**src/shared/hrd_regs.svh**
```systemverilog
// Register offsets, field positions, reset values and timing counts
`ifndef HRD_REGS_SVH
`define HRD_REGS_SVH

// ----------------------------------------------------------------
// Register offsets (byte addresses)
// ----------------------------------------------------------------
`define HRD_OFS_CTRL        8'h00
`define HRD_OFS_RATIO2      8'h04
`define HRD_OFS_RATIO5      8'h08
`define HRD_OFS_XLIMIT      8'h0c
`define HRD_OFS_REF_CUR     8'h10
`define HRD_OFS_MIN_DIFF    8'h14
`define HRD_OFS_STATUS      8'h18

// ----------------------------------------------------------------
// Field positions
// ----------------------------------------------------------------
`define HRD_CTRL_XBLK_EN    0
`define HRD_CTRL_FREQ60     1

// ----------------------------------------------------------------
// Reset values and setting ranges
// ----------------------------------------------------------------
`define HRD_RST_RATIO2      6'h0f
`define HRD_RST_RATIO5      6'h19
`define HRD_RATIO_MIN       6'h05
`define HRD_RATIO_MAX       6'h32
`define HRD_RST_XLIMIT      16'h1388
`define HRD_XLIMIT_MIN      16'h0064
`define HRD_XLIMIT_MAX      16'hea60
`define HRD_RST_REF_CUR     16'h0400
`define HRD_RST_MIN_DIFF    16'h0080

// ----------------------------------------------------------------
// Timing and thresholds
// ----------------------------------------------------------------
`define HRD_CLK_PERIOD_NS   25
`define HRD_MS_TICK_US      1000
`define HRD_CYC60_TICK_NS   833333
`define HRD_PICKUP_TICKS    5'd25
`define HRD_DROP_TICKS      5'd15
`define HRD_INRUSH_TICKS    13'd5000
`define HRD_EXT_ANGLE_DEG   9'd75
`define HRD_VALID_PCT       16'd10
`define HRD_INRUSH_PCT      16'd2

`endif

```
**src/shared/hrd_pkg.sv**
```systemverilog
// Types shared by the harmonic restraint decision block
package hrd_pkg;

  // Per-element restraint sequence
  typedef enum logic [1:0] {
    HRD_IDLE   = 2'b00,
    HRD_PICKUP = 2'b01,
    HRD_HELD   = 2'b10,
    HRD_DROP   = 2'b11
  } hrd_elem_state_type;

endpackage

```
**src/logic/hrd_restraint.sv**
```systemverilog
// Harmonic restraint decision with cross blocking and magnitude stage
//
// Contract
// - Angle difference of 75 degrees flags external fault
// - Angle valid only above 10% of reference
// - Three identical second-harmonic elements, one per phase
// - High ratio restrains at once, starts pickup
// - Continuous pickup time arms the drop-off extension
// - Sixty hertz uses the shorter drop-off time
// - Fifty hertz extends restraint by fixed drop-off
// - Second harmonic restrains only during inrush/external fault
// - OR of phase second-harmonic restraints into summary
// - Fifth harmonic uses same logic, minimum current only
// - Cross-block off: each element blocked by itself
// - Cross-block on: any restraint blocks all elements
// - Cross blocking ends at limit, self-blocking stays
// - Cross-block enable defaults true, limited duration
// - Cross-block limit 100 to 60000 ms, default 5000
// - Compute current magnitudes from sampled components
// - Ratio settings 5 to 50 percent, defaults 15/25
// - Inrush condition drops after fixed delay
//
// Chosen here: the strobed register port and the address map.
`timescale 1ns/10ps
`include "hrd_regs.svh"

module hrd_restraint
#(
  parameter int MS_TICK_CYCLES =
    `HRD_MS_TICK_US * 1000 / `HRD_CLK_PERIOD_NS,
  parameter int CYC60_TICK_CYCLES =
    `HRD_CYC60_TICK_NS / `HRD_CLK_PERIOD_NS
)
(
  // Clock and reset
  input  wire logic               sys_clk_in,
  input  wire logic               rst_b_in,
  // Register port
  input  wire logic [7:0]         reg_addr_in,
  input  wire logic [15:0]        reg_wr_data_in,
  input  wire logic               reg_wr_in,
  input  wire logic               reg_rd_in,
  output logic      [15:0]        reg_rd_data_out,
  // Sampled orthogonal components: 0-2 diff, 3-5 side one, 6-8 side two
  input  wire logic [8:0][15:0]   sample_re_in,
  input  wire logic [8:0][15:0]   sample_im_in,
  // Fourier magnitudes of the differential currents per phase
  input  wire logic [2:0][15:0]   fund_mag_in,
  input  wire logic [2:0][15:0]   second_mag_in,
  input  wire logic [2:0][15:0]   fifth_mag_in,
  // Phase-shifted current angles in degrees, 0 to 359
  input  wire logic [2:0][8:0]    side1_angle_in,
  input  wire logic [2:0][8:0]    side2_angle_in,
  // Magnitudes
  output logic      [8:0][15:0]   current_mag_out,
  // Restraint status
  output logic      [2:0]         second_harmonic_detect_out,
  output logic      [2:0]         second_harmonic_restraint_out,
  output logic                    any_phase_second_harmonic_restraint_out,
  output logic      [2:0]         fifth_harmonic_restraint_out,
  output logic                    any_phase_fifth_harmonic_restraint_out,
  output logic      [2:0]         element_block_out,
  output logic                    cross_block_active_out,
  output logic                    inrush_condition_out,
  output logic                    external_fault_out
);

  // ----------------------------------------------------------------
  // Elaboration checks
  // ----------------------------------------------------------------
  if (MS_TICK_CYCLES < 2 || CYC60_TICK_CYCLES < 2 ||
      MS_TICK_CYCLES > 65535 || CYC60_TICK_CYCLES > 65535)
  begin : g_bad_tick
    $error("tick divider counts must lie in 2 to 65535");
  end

  // ----------------------------------------------------------------
  // Functions
  // ----------------------------------------------------------------
  // Magnitude estimate max + min/2 of absolute components
  function automatic logic [15:0] mag_est(input logic [15:0] re,
                                          input logic [15:0] im);
    logic [15:0] a;
    logic [15:0] b;
    logic [16:0] s;
    a = re[15] ? 16'(-re) : re;
    b = im[15] ? 16'(-im) : im;
    if (a >= b)
      s = {1'b0, a} + {2'b00, b[15:1]};
    else
      s = {1'b0, b} + {2'b00, a[15:1]};
    mag_est = s[16] ? 16'hffff : s[15:0];
  endfunction

  // Harmonic above setting: harm*100 > setting*fund
  function automatic logic ratio_high(input logic [15:0] harm,
                                      input logic [15:0] fund,
                                      input logic [5:0]  setting);
    logic [23:0] lhs;
    logic [23:0] rhs;
    lhs = 24'(harm) * 24'd100;
    rhs = 24'(setting) * 24'(fund);
    ratio_high = (fund != 16'h0000) && (lhs > rhs);
  endfunction

  // Magnitude above pct percent of the reference current
  function automatic logic above_pct(input logic [15:0] mag,
                                     input logic [15:0] ref_cur,
                                     input logic [15:0] pct);
    logic [23:0] lhs;
    logic [23:0] rhs;
    lhs = 24'(mag) * 24'd100;
    rhs = 24'(ref_cur) * 24'(pct);
    above_pct = lhs > rhs;
  endfunction

  // ----------------------------------------------------------------
  // Registers
  // ----------------------------------------------------------------
  logic        xblk_en_q;
  logic        freq60_q;
  logic [5:0]  ratio2_q;
  logic [5:0]  ratio5_q;
  logic [15:0] xlimit_q;
  logic [15:0] ref_cur_q;
  logic [15:0] min_diff_q;
  logic        wr_ctrl;
  logic        wr_xlimit;

  assign wr_ctrl   = reg_wr_in && (reg_addr_in == `HRD_OFS_CTRL);
  assign wr_xlimit = reg_wr_in && (reg_addr_in == `HRD_OFS_XLIMIT);

  // Control register; enable defaults true so cross blocking is armed
  always_ff @(posedge sys_clk_in)
  begin
    if (!rst_b_in)
    begin
      xblk_en_q <= 1'b1;
      freq60_q  <= 1'b0;
    end
    else if (wr_ctrl)
    begin
      xblk_en_q <= reg_wr_data_in[`HRD_CTRL_XBLK_EN];
      freq60_q  <= reg_wr_data_in[`HRD_CTRL_FREQ60];
    end
  end

  // Settings; out-of-range writes are ignored so the old value stands
  always_ff @(posedge sys_clk_in)
  begin
    if (!rst_b_in)
    begin
      ratio2_q   <= `HRD_RST_RATIO2;
      ratio5_q   <= `HRD_RST_RATIO5;
      xlimit_q   <= `HRD_RST_XLIMIT;
      ref_cur_q  <= `HRD_RST_REF_CUR;
      min_diff_q <= `HRD_RST_MIN_DIFF;
    end
    else if (reg_wr_in)
    begin
      if (reg_addr_in == `HRD_OFS_RATIO2 &&
          reg_wr_data_in >= 16'(`HRD_RATIO_MIN) &&
          reg_wr_data_in <= 16'(`HRD_RATIO_MAX))
        ratio2_q <= reg_wr_data_in[5:0];
      if (reg_addr_in == `HRD_OFS_RATIO5 &&
          reg_wr_data_in >= 16'(`HRD_RATIO_MIN) &&
          reg_wr_data_in <= 16'(`HRD_RATIO_MAX))
        ratio5_q <= reg_wr_data_in[5:0];
      if (wr_xlimit && reg_wr_data_in >= `HRD_XLIMIT_MIN &&
          reg_wr_data_in <= `HRD_XLIMIT_MAX)
        xlimit_q <= reg_wr_data_in;
      if (reg_addr_in == `HRD_OFS_REF_CUR && reg_wr_data_in != 16'h0000)
        ref_cur_q <= reg_wr_data_in;
      if (reg_addr_in == `HRD_OFS_MIN_DIFF)
        min_diff_q <= reg_wr_data_in;
    end
  end

  // ----------------------------------------------------------------
  // Tick dividers
  // ----------------------------------------------------------------
  logic [15:0] ms_div_q;
  logic        ms_tick_q;
  logic [15:0] cyc_div_q;
  logic        cyc_tick_q;
  logic [15:0] cyc_period;

  // Cycle tick is 1 ms at 50 Hz and 5/6 ms at 60 Hz, so fixed tick
  // counts give both sets of times without a second table
  assign cyc_period = freq60_q ? 16'(CYC60_TICK_CYCLES)
                               : 16'(MS_TICK_CYCLES);

  // Millisecond tick for the cross-block limit
  always_ff @(posedge sys_clk_in)
  begin
    if (!rst_b_in)
    begin
      ms_div_q  <= 16'h0000;
      ms_tick_q <= 1'b0;
    end
    else
    begin
      ms_tick_q <= (ms_div_q == 16'(MS_TICK_CYCLES - 1));
      ms_div_q  <= (ms_div_q == 16'(MS_TICK_CYCLES - 1)) ? 16'h0000
                                                         : ms_div_q + 16'h0001;
    end
  end

  // Frequency-scaled tick for pickup, drop-off and inrush timers
  always_ff @(posedge sys_clk_in)
  begin
    if (!rst_b_in)
    begin
      cyc_div_q  <= 16'h0000;
      cyc_tick_q <= 1'b0;
    end
    else
    begin
      cyc_tick_q <= (cyc_div_q >= cyc_period - 16'h0001);
      cyc_div_q  <= (cyc_div_q >= cyc_period - 16'h0001) ? 16'h0000
                                                         : cyc_div_q + 16'h0001;
    end
  end

  // ----------------------------------------------------------------
  // Magnitude stage
  // ----------------------------------------------------------------
  logic [8:0][15:0] mag_q;

  for (genvar m = 0; m < 9; m++)
  begin : g_mag
    // One estimate per current each clock
    always_ff @(posedge sys_clk_in)
    begin
      if (!rst_b_in)
        mag_q[m] <= 16'h0000;
      else
        mag_q[m] <= mag_est(sample_re_in[m], sample_im_in[m]);
    end
  end

  // ----------------------------------------------------------------
  // External fault and inrush conditions
  // ----------------------------------------------------------------
  logic [2:0]  ext_phase;
  logic        ext_fault_q;
  logic        inrush_q;
  logic [12:0] inrush_cnt_q;
  logic [2:0]  cur_present;
  logic [2:0]  det2;

  for (genvar p = 0; p < 3; p++)
  begin : g_angle
    logic [8:0] d;
    logic [8:0] dw;
    assign d  = (side1_angle_in[p] >= side2_angle_in[p])
              ? side1_angle_in[p] - side2_angle_in[p]
              : side2_angle_in[p] - side1_angle_in[p];
    assign dw = (d > 9'd180) ? 9'd360 - d : d;
    // Angle is only meaningful with both sides carrying current
    assign ext_phase[p] = above_pct(mag_q[3 + p], ref_cur_q,
                                    `HRD_VALID_PCT) &&
                          above_pct(mag_q[6 + p], ref_cur_q,
                                    `HRD_VALID_PCT) &&
                          (dw >= `HRD_EXT_ANGLE_DEG);
    assign cur_present[p] = above_pct(mag_q[3 + p], ref_cur_q,
                                      `HRD_INRUSH_PCT) ||
                            above_pct(mag_q[6 + p], ref_cur_q,
                                      `HRD_INRUSH_PCT);
  end

  // External fault condition
  always_ff @(posedge sys_clk_in)
  begin
    if (!rst_b_in)
      ext_fault_q <= 1'b0;
    else
      ext_fault_q <= |ext_phase;
  end

  // Inrush condition: set while de-energised, dropped after the delay
  // once current flows with no second harmonic present
  always_ff @(posedge sys_clk_in)
  begin
    if (!rst_b_in)
    begin
      inrush_q     <= 1'b1;
      inrush_cnt_q <= 13'h0000;
    end
    else if (!(|cur_present) || (|det2))
    begin
      inrush_q     <= inrush_q | ~(|cur_present);
      inrush_cnt_q <= 13'h0000;
    end
    else if (inrush_q && cyc_tick_q)
    begin
      if (inrush_cnt_q + 13'h0001 >= `HRD_INRUSH_TICKS)
        inrush_q <= 1'b0;
      inrush_cnt_q <= inrush_cnt_q + 13'h0001;
    end
  end

  // ----------------------------------------------------------------
  // Restraint elements: 0-2 second harmonic, 3-5 fifth harmonic
  // ----------------------------------------------------------------
  hrd_pkg::hrd_elem_state_type st_q [6];
  logic [4:0]                  tmr_q [6];
  logic [5:0]                  high;
  logic [5:0]                  active;

  for (genvar e = 0; e < 6; e++)
  begin : g_elem
    localparam int P = e % 3;
    if (e < 3)
    begin : g_second
      assign high[e] = ratio_high(second_mag_in[P], fund_mag_in[P],
                                  ratio2_q);
    end
    else
    begin : g_fifth
      assign high[e] = ratio_high(fifth_mag_in[P], fund_mag_in[P],
                                  ratio5_q) &&
                       (mag_q[P] >= min_diff_q);
    end
    assign active[e] = (st_q[e] != hrd_pkg::HRD_IDLE);

    // Pickup must be unbroken; a dip before it clears the timer
    always_ff @(posedge sys_clk_in)
    begin
      if (!rst_b_in)
      begin
        st_q[e]  <= hrd_pkg::HRD_IDLE;
        tmr_q[e] <= 5'h00;
      end
      else
      begin
        case (st_q[e])
          hrd_pkg::HRD_IDLE:
            if (high[e])
            begin
              st_q[e]  <= hrd_pkg::HRD_PICKUP;
              tmr_q[e] <= 5'h00;
            end
          hrd_pkg::HRD_PICKUP:
            if (!high[e])
              st_q[e] <= hrd_pkg::HRD_IDLE;
            else if (cyc_tick_q)
            begin
              if (tmr_q[e] + 5'h01 >= `HRD_PICKUP_TICKS)
                st_q[e] <= hrd_pkg::HRD_HELD;
              tmr_q[e] <= tmr_q[e] + 5'h01;
            end
          hrd_pkg::HRD_HELD:
            if (!high[e])
            begin
              st_q[e]  <= hrd_pkg::HRD_DROP;
              tmr_q[e] <= 5'h00;
            end
          hrd_pkg::HRD_DROP:
            if (high[e])
              st_q[e] <= hrd_pkg::HRD_HELD;
            else if (cyc_tick_q)
            begin
              if (tmr_q[e] + 5'h01 >= `HRD_DROP_TICKS)
                st_q[e] <= hrd_pkg::HRD_IDLE;
              tmr_q[e] <= tmr_q[e] + 5'h01;
            end
          default:
            st_q[e] <= hrd_pkg::HRD_IDLE;
        endcase
      end
    end
  end

  assign det2 = active[2:0];

  // ----------------------------------------------------------------
  // Gating, summaries and cross blocking
  // ----------------------------------------------------------------
  logic [2:0]  restr2_q;
  logic [2:0]  restr5_q;
  logic        any2_q;
  logic        any5_q;
  logic        xblk_q;
  logic [15:0] xcnt_q;
  logic [2:0]  block_q;
  logic [2:0]  det2_q;
  logic [2:0]  gated2;
  logic        xrun;
  logic        xblk_d;

  // Second harmonic only restrains while a condition asks for it
  assign gated2 = det2 & {3{inrush_q | ext_fault_q}};

  // Next cross-block state, shared by the flag and the element blocks
  // so that the two never disagree for a cycle
  assign xrun   = xblk_en_q && (|gated2 || |active[5:3]);
  assign xblk_d = xrun && (xcnt_q < xlimit_q);

  // Per-phase and summary restraint flags
  always_ff @(posedge sys_clk_in)
  begin
    if (!rst_b_in)
    begin
      det2_q   <= 3'h0;
      restr2_q <= 3'h0;
      restr5_q <= 3'h0;
      any2_q   <= 1'b0;
      any5_q   <= 1'b0;
    end
    else
    begin
      det2_q   <= det2;
      restr2_q <= gated2;
      restr5_q <= active[5:3];
      any2_q   <= |gated2;
      any5_q   <= |active[5:3];
    end
  end

  // Cross blocking timer; after expiry it stays off until all restraint
  // clears, so a long inrush cannot hold healthy phases blocked
  always_ff @(posedge sys_clk_in)
  begin
    if (!rst_b_in)
    begin
      xblk_q <= 1'b0;
      xcnt_q <= 16'h0000;
    end
    else if (!xrun)
    begin
      xblk_q <= 1'b0;
      xcnt_q <= 16'h0000;
    end
    else
    begin
      xblk_q <= xblk_d;
      if (xblk_d && ms_tick_q)
        xcnt_q <= xcnt_q + 16'h0001;
    end
  end

  // Element blocking: own restraint always, others only while crossing
  always_ff @(posedge sys_clk_in)
  begin
    if (!rst_b_in)
      block_q <= 3'h0;
    else
      block_q <= gated2 | active[5:3] |
                 {3{xblk_d}};
  end

  // ----------------------------------------------------------------
  // Register read port
  // ----------------------------------------------------------------
  logic [15:0] rd_q;

  // Data stands only in the cycle after the strobe; unmapped reads zero
  always_ff @(posedge sys_clk_in)
  begin
    if (!rst_b_in)
      rd_q <= 16'h0000;
    else if (!reg_rd_in)
      rd_q <= 16'h0000;
    else
    begin
      case (reg_addr_in)
        `HRD_OFS_CTRL:     rd_q <= {14'h0000, freq60_q, xblk_en_q};
        `HRD_OFS_RATIO2:   rd_q <= {10'h000, ratio2_q};
        `HRD_OFS_RATIO5:   rd_q <= {10'h000, ratio5_q};
        `HRD_OFS_XLIMIT:   rd_q <= xlimit_q;
        `HRD_OFS_REF_CUR:  rd_q <= ref_cur_q;
        `HRD_OFS_MIN_DIFF: rd_q <= min_diff_q;
        `HRD_OFS_STATUS:   rd_q <= {1'b0, xblk_q, ext_fault_q, inrush_q,
                                    block_q, restr5_q, restr2_q, det2_q};
        default:           rd_q <= 16'h0000;
      endcase
    end
  end

  // ----------------------------------------------------------------
  // Outputs
  // ----------------------------------------------------------------
  assign reg_rd_data_out                         = rd_q;
  assign current_mag_out                         = mag_q;
  assign second_harmonic_detect_out              = det2_q;
  assign second_harmonic_restraint_out           = restr2_q;
  assign any_phase_second_harmonic_restraint_out = any2_q;
  assign fifth_harmonic_restraint_out            = restr5_q;
  assign any_phase_fifth_harmonic_restraint_out  = any5_q;
  assign element_block_out                       = block_q;
  assign cross_block_active_out                  = xblk_q;
  assign inrush_condition_out                    = inrush_q;
  assign external_fault_out                      = ext_fault_q;

endmodule

```
**config.mk**
```make
export PLATFORM = sky130hd
export DESIGN_NAME = hrd_restraint
export DESIGN_NICKNAME = d
export VERILOG_FILES = /design/src/shared/hrd_pkg.sv /design/src/logic/hrd_restraint.sv
export VERILOG_INCLUDE_DIRS = /design/src /design/src/shared
export SDC_FILE = /design/constraint.sdc
export NUM_CORES = 2
export LEC_CHECK = 0
export ABC_AREA = 1
export BUFFER_PORTS_ARGS = -buffer_cell sky130_fd_sc_hd__buf_2
export CAP_MARGIN = 20
export CORE_MARGIN = 2
export CORE_UTILIZATION = 60
export CTS_BUF_LIST = sky130_fd_sc_hd__clkbuf_8
export DETAILED_ROUTE_END_ITERATION = 6
export PLACE_DENSITY = 0.87
export SLEW_MARGIN = 10
export SYNTH_ARGS = -nofsm -noshare
export SYNTH_HDL_FRONTEND = slang
export SYNTH_SLANG_ARGS = --single-unit
```
**constraint.sdc**
```tcl
create_clock -name sys_clk_in -period 13.15 [get_ports sys_clk_in]
set_clock_uncertainty 0.2 [all_clocks]
set_input_delay 1.9725 -clock sys_clk_in [delete_from_list [all_inputs] [get_ports sys_clk_in]]
set_output_delay 1.9725 -clock sys_clk_in [all_outputs]
set_load 0.02 [all_outputs]
```
==> qor.yml <==
start_util_pct: 60.3
dp_worst_setup_slack_ns: 4.67
slowest_stage: "fa_1"
syn_inst: 12300
drc_errors: 0
cts_tree: "yes"
clock_latency_ns: 0.74
async_flop_share_pct: 0
ys_ff_latch: 344
syn_area_per_cell_sq_um: 6.90
relSlewSlack_pct: 22.1
fin_nets: 15600
routed_wl_um: 233000
root_buffer: "clkbuf_8"
via_per_inst: 5.41
synth_ff_type: "dfxtp_1"
drv_slew: 0
setup_slack_ns: 5.27
period_needed_ns: 7.88
setup-violations-final: 0
portBuffers: 690
drv_cap: 0
synth-edff-count: 42
path_max_fanout: 13
grt_setup_unrepaired: "false"
rows: 138
fillers: 12300
synth_compound_area_share_pct: 12.9
routedWlPerCell_um: 15.7
track_usage_pct: 31.8
final_hold_viol_count: 0
clk_pin_slew_worst_paths_ns: 0.06
crit_path_frequent_cell: "nand2_1"
hp-class: "reg2reg"
placed_cell_area_sq_um: 90200
grt_max_degree: 110
synth_fa_ha_area_share_pct: 37.1
vias: 80300
cts_resized: 0
dp_hpwl_um: 198000
fp.dieH_um: 381
crit_start: "fund_mag_in[3]"
power_density_nw_per_um2: 165
fin_area_sq_um: 91600
io_pins: 691
synth_xor_xnor_area_share_pct: 8.21
cts_sinks: 344
cp.arrival_ns: 8.08
yosysWarnings: 0
worst_pin_slew_ns: 1.16
muxShareOfSynthArea_pct: 0.0235
drt_iter0_markers: 5813
cp-end-kind: "flop"
post_cts.repair.setup_buffers: 0
die_area_sq_um: 145000
fin_crit_sh_pct: 59.9
die_w_um: 381
drive_above_1_share_pct: 7.88
synth-simple-area-share_pct: 19.2
path_class: "in2reg"
postRouteAntennaNets: 0
r2r-start: "ratio2_q[5]"
cts.path.max_buffers: 3
finalCoreUtilization_pct: 65.0
holdBufCountCts: 0
h-tree-depth: 2
slowest_delay_ns: 0.55
first_global_vias: 77500
synth_top_family_by_area: "adder cells"
gp_congestion: 0.976
antenna_found_initial: 71
status: "finished, final reports clean"
startpoint_type: "input pin"
p_leak_nw: 53.5
ys_types: 75
netlist_area_sq_um: 85100
firstDrtPassIters: 5
seq_area_frac_synth_pct: 8.59
grt-ovfl-total: 0
tns_ns: 0
grt_pass1_wl_um: 381000
max_freq_mhz: 127
core_area_sq_um: 141000
cts-buffers-inserted: 59
area_delta_synth_final_pct: 7.71
worstPathRequired_ns: 13.35
ir_drop_mv: 0.147
syn-num-nets: 15100
hp-start: "ms_div_q[0]"
## flip-flops by register name (all words and copies together) (netlist names), 3 cells and up
register                       cells
ms_div_q                          16
tmr_q                             30
current_mag_out                  144
second_harmonic_detect_out         3
second_harmonic_restraint_out      3
xlimit_q                          16
reg_rd_data_out                   16
inrush_cnt_q                      13
cyc_div_q                         16
fifth_harmonic_restraint_out       3
element_block_out                  3
min_diff_q                        16
ratio5_q                           6
xcnt_q                            16
ratio2_q                           6
ref_cur_q                         16
st_q                              12
## power breakdown
part / total [mW] / switching, mW / leakage (nW) / internal, mW
combinational: 12.4 / 7.59 / 49.8 / 4.84
clock: 1.11 / 0.503 / 0.741 / 0.603
sequential: 1.55 / 0.277 / 2.94 / 1.28
total: 15.1 / 8.37 / 53.5 / 6.72
## routing by layer
metal	track usage, %	part of all wire (%)	vias to the layer above	wire, um
li1	-	-	40400	-
met1	40.8	43	36400	99300
met2	50.9	43	2776	100000
met3	7.58	9.4	666	21800
met4	13.6	4.7	66	10900
met5	0	0.17	-	405
## synth_stat cells (13+ instances only)
| cell type | n | area share (%) |
|---|---|---|
| a211oi_1 | 40 | 0.35 |
| a21boi_0 | 37 | 0.33 |
| a21boi_1 | 31 | 0.27 |
| a21o_1 | 34 | 0.30 |
| a21oi_1 | 975 | 5.7 |
| a31oi_1 | 111 | 0.82 |
| buf_1 | 57 | 0.25 |
| clkbuf_1 | 146 | 0.64 |
| dfxtp_1 | 302 | 7.1 |
| edfxtp_1 | 42 | 1.5 |
| fa_1 | 499 | 12 |
| ha_1 | 1726 | 25 |
| inv_1 | 2881 | 13 |
| nand2_1 | 2342 | 10 |
| nand2_2 | 40 | 0.29 |
| nand3_1 | 391 | 2.3 |
| nand3b_1 | 13 | 0.11 |
| nand4_1 | 116 | 0.85 |
| nor2_1 | 597 | 2.6 |
| nor2_2 | 20 | 0.15 |
| nor3_1 | 165 | 0.97 |
| nor4_1 | 65 | 0.48 |
| o211ai_1 | 48 | 0.42 |
| o21a_1 | 14 | 0.12 |
| o21ai_0 | 467 | 2.7 |
| o21ai_1 | 49 | 0.29 |
| o21bai_1 | 35 | 0.31 |
| o221ai_1 | 14 | 0.14 |
| o22ai_1 | 22 | 0.16 |
| o31ai_1 | 30 | 0.26 |
| or2_2 | 55 | 0.40 |
| xnor2_1 | 233 | 2.4 |
| xor2_1 | 558 | 5.7 |
## worst max-delay path, delay by kind of cell
family / cells / cell delay (ns)
simple gates: 16 / 1.86
compound gates: 6 / 1.18
fa+ha+maj: 5 / 2.16
xor+xnor: 1 / 0.14
buf+inv: 8 / 0.75
## worst paths after layout
path / endpoint / slack [ns] / cells after the start
max: tmr_q[3][0] / 5.27 / 36
min: ms_div_q[0] / 0.25 / 1
max reg2reg: tmr_q[0][2] / 5.73 / 33
min reg2reg: ms_div_q[0] / 0.25 / 1
## cells in the final DEF, fill, tap and decap left out, types with 10 or more instances in the layout
cell type	instances
o21a_1	14
o21ai_2	12
o21bai_1	35
nand3_1	391
nand4_1	116
nand2_2	40
a21oi_1	975
clkbuf_8	69
nand2_1	2342
a31oi_1	111
buf_2	690
a21o_1	34
o31ai_1	30
xnor2_1	233
nor2_2	20
o211ai_1	48
o221ai_1	14
nand3b_1	13
xor2_1	558
dfxtp_1	290
o21ai_1	50
diode_2	36
edfxtp_1	42
ha_1	1726
or2_2	55
nor3_1	164
inv_1	2898
o22ai_1	22
a211oi_1	40
buf_4	35
fa_1	499
dfxtp_2	12
inv_2	11
nand3_2	10
a21boi_1	31
nor3b_1	12
nor2_1	597
nor4_1	65
o21ai_0	466
a21boi_0	37
## stage by stage
step,std cells,hold slack [ns],total power [mW]
2_1_floorplan,12300,0.218,10.9
3_3_place_gp,14700,0.232,13.4
3_5_place_dp,14700,0.243,13.8
4_1_cts,14800,0.253,15.0
5_1_grt,14800,0.302,17.1
6_report,14900,0.253,15.1
## cells by family (layout without fill, tap and decap cells)
family,Yosys count,in the layout
flip-flops,344,344
other,0,36
AND/OR/NAND/NOR,3864,3864
XOR/XNOR,794,794
adder cells (fa/ha/maj),2225,2225
AO/OA/AOI/OAI,1970,1970
multiplexers,2,2
buffers and inverters,3124,3733
## final cells by class
| class | count | area (sq um) | area share, % |
|---|---|---|---|
| Clock inverter | 38 | 363 | 0.396 |
| Sequential cell | 344 | 7320 | 7.99 |
| Multi-Input combinational cell | 8855 | 65900 | 71.9 |
| Timing Repair Buffer | 726 | 3730 | 4.07 |
| Clock buffer | 69 | 950 | 1.04 |
| Inverter | 2900 | 10900 | 11.9 |
| Antenna cell | 36 | 90.1 | 0.0983 |
| Tap cell | 1890 | 2360 | 2.58 |
No activity file was read; power rests on OpenSTA's default activity.
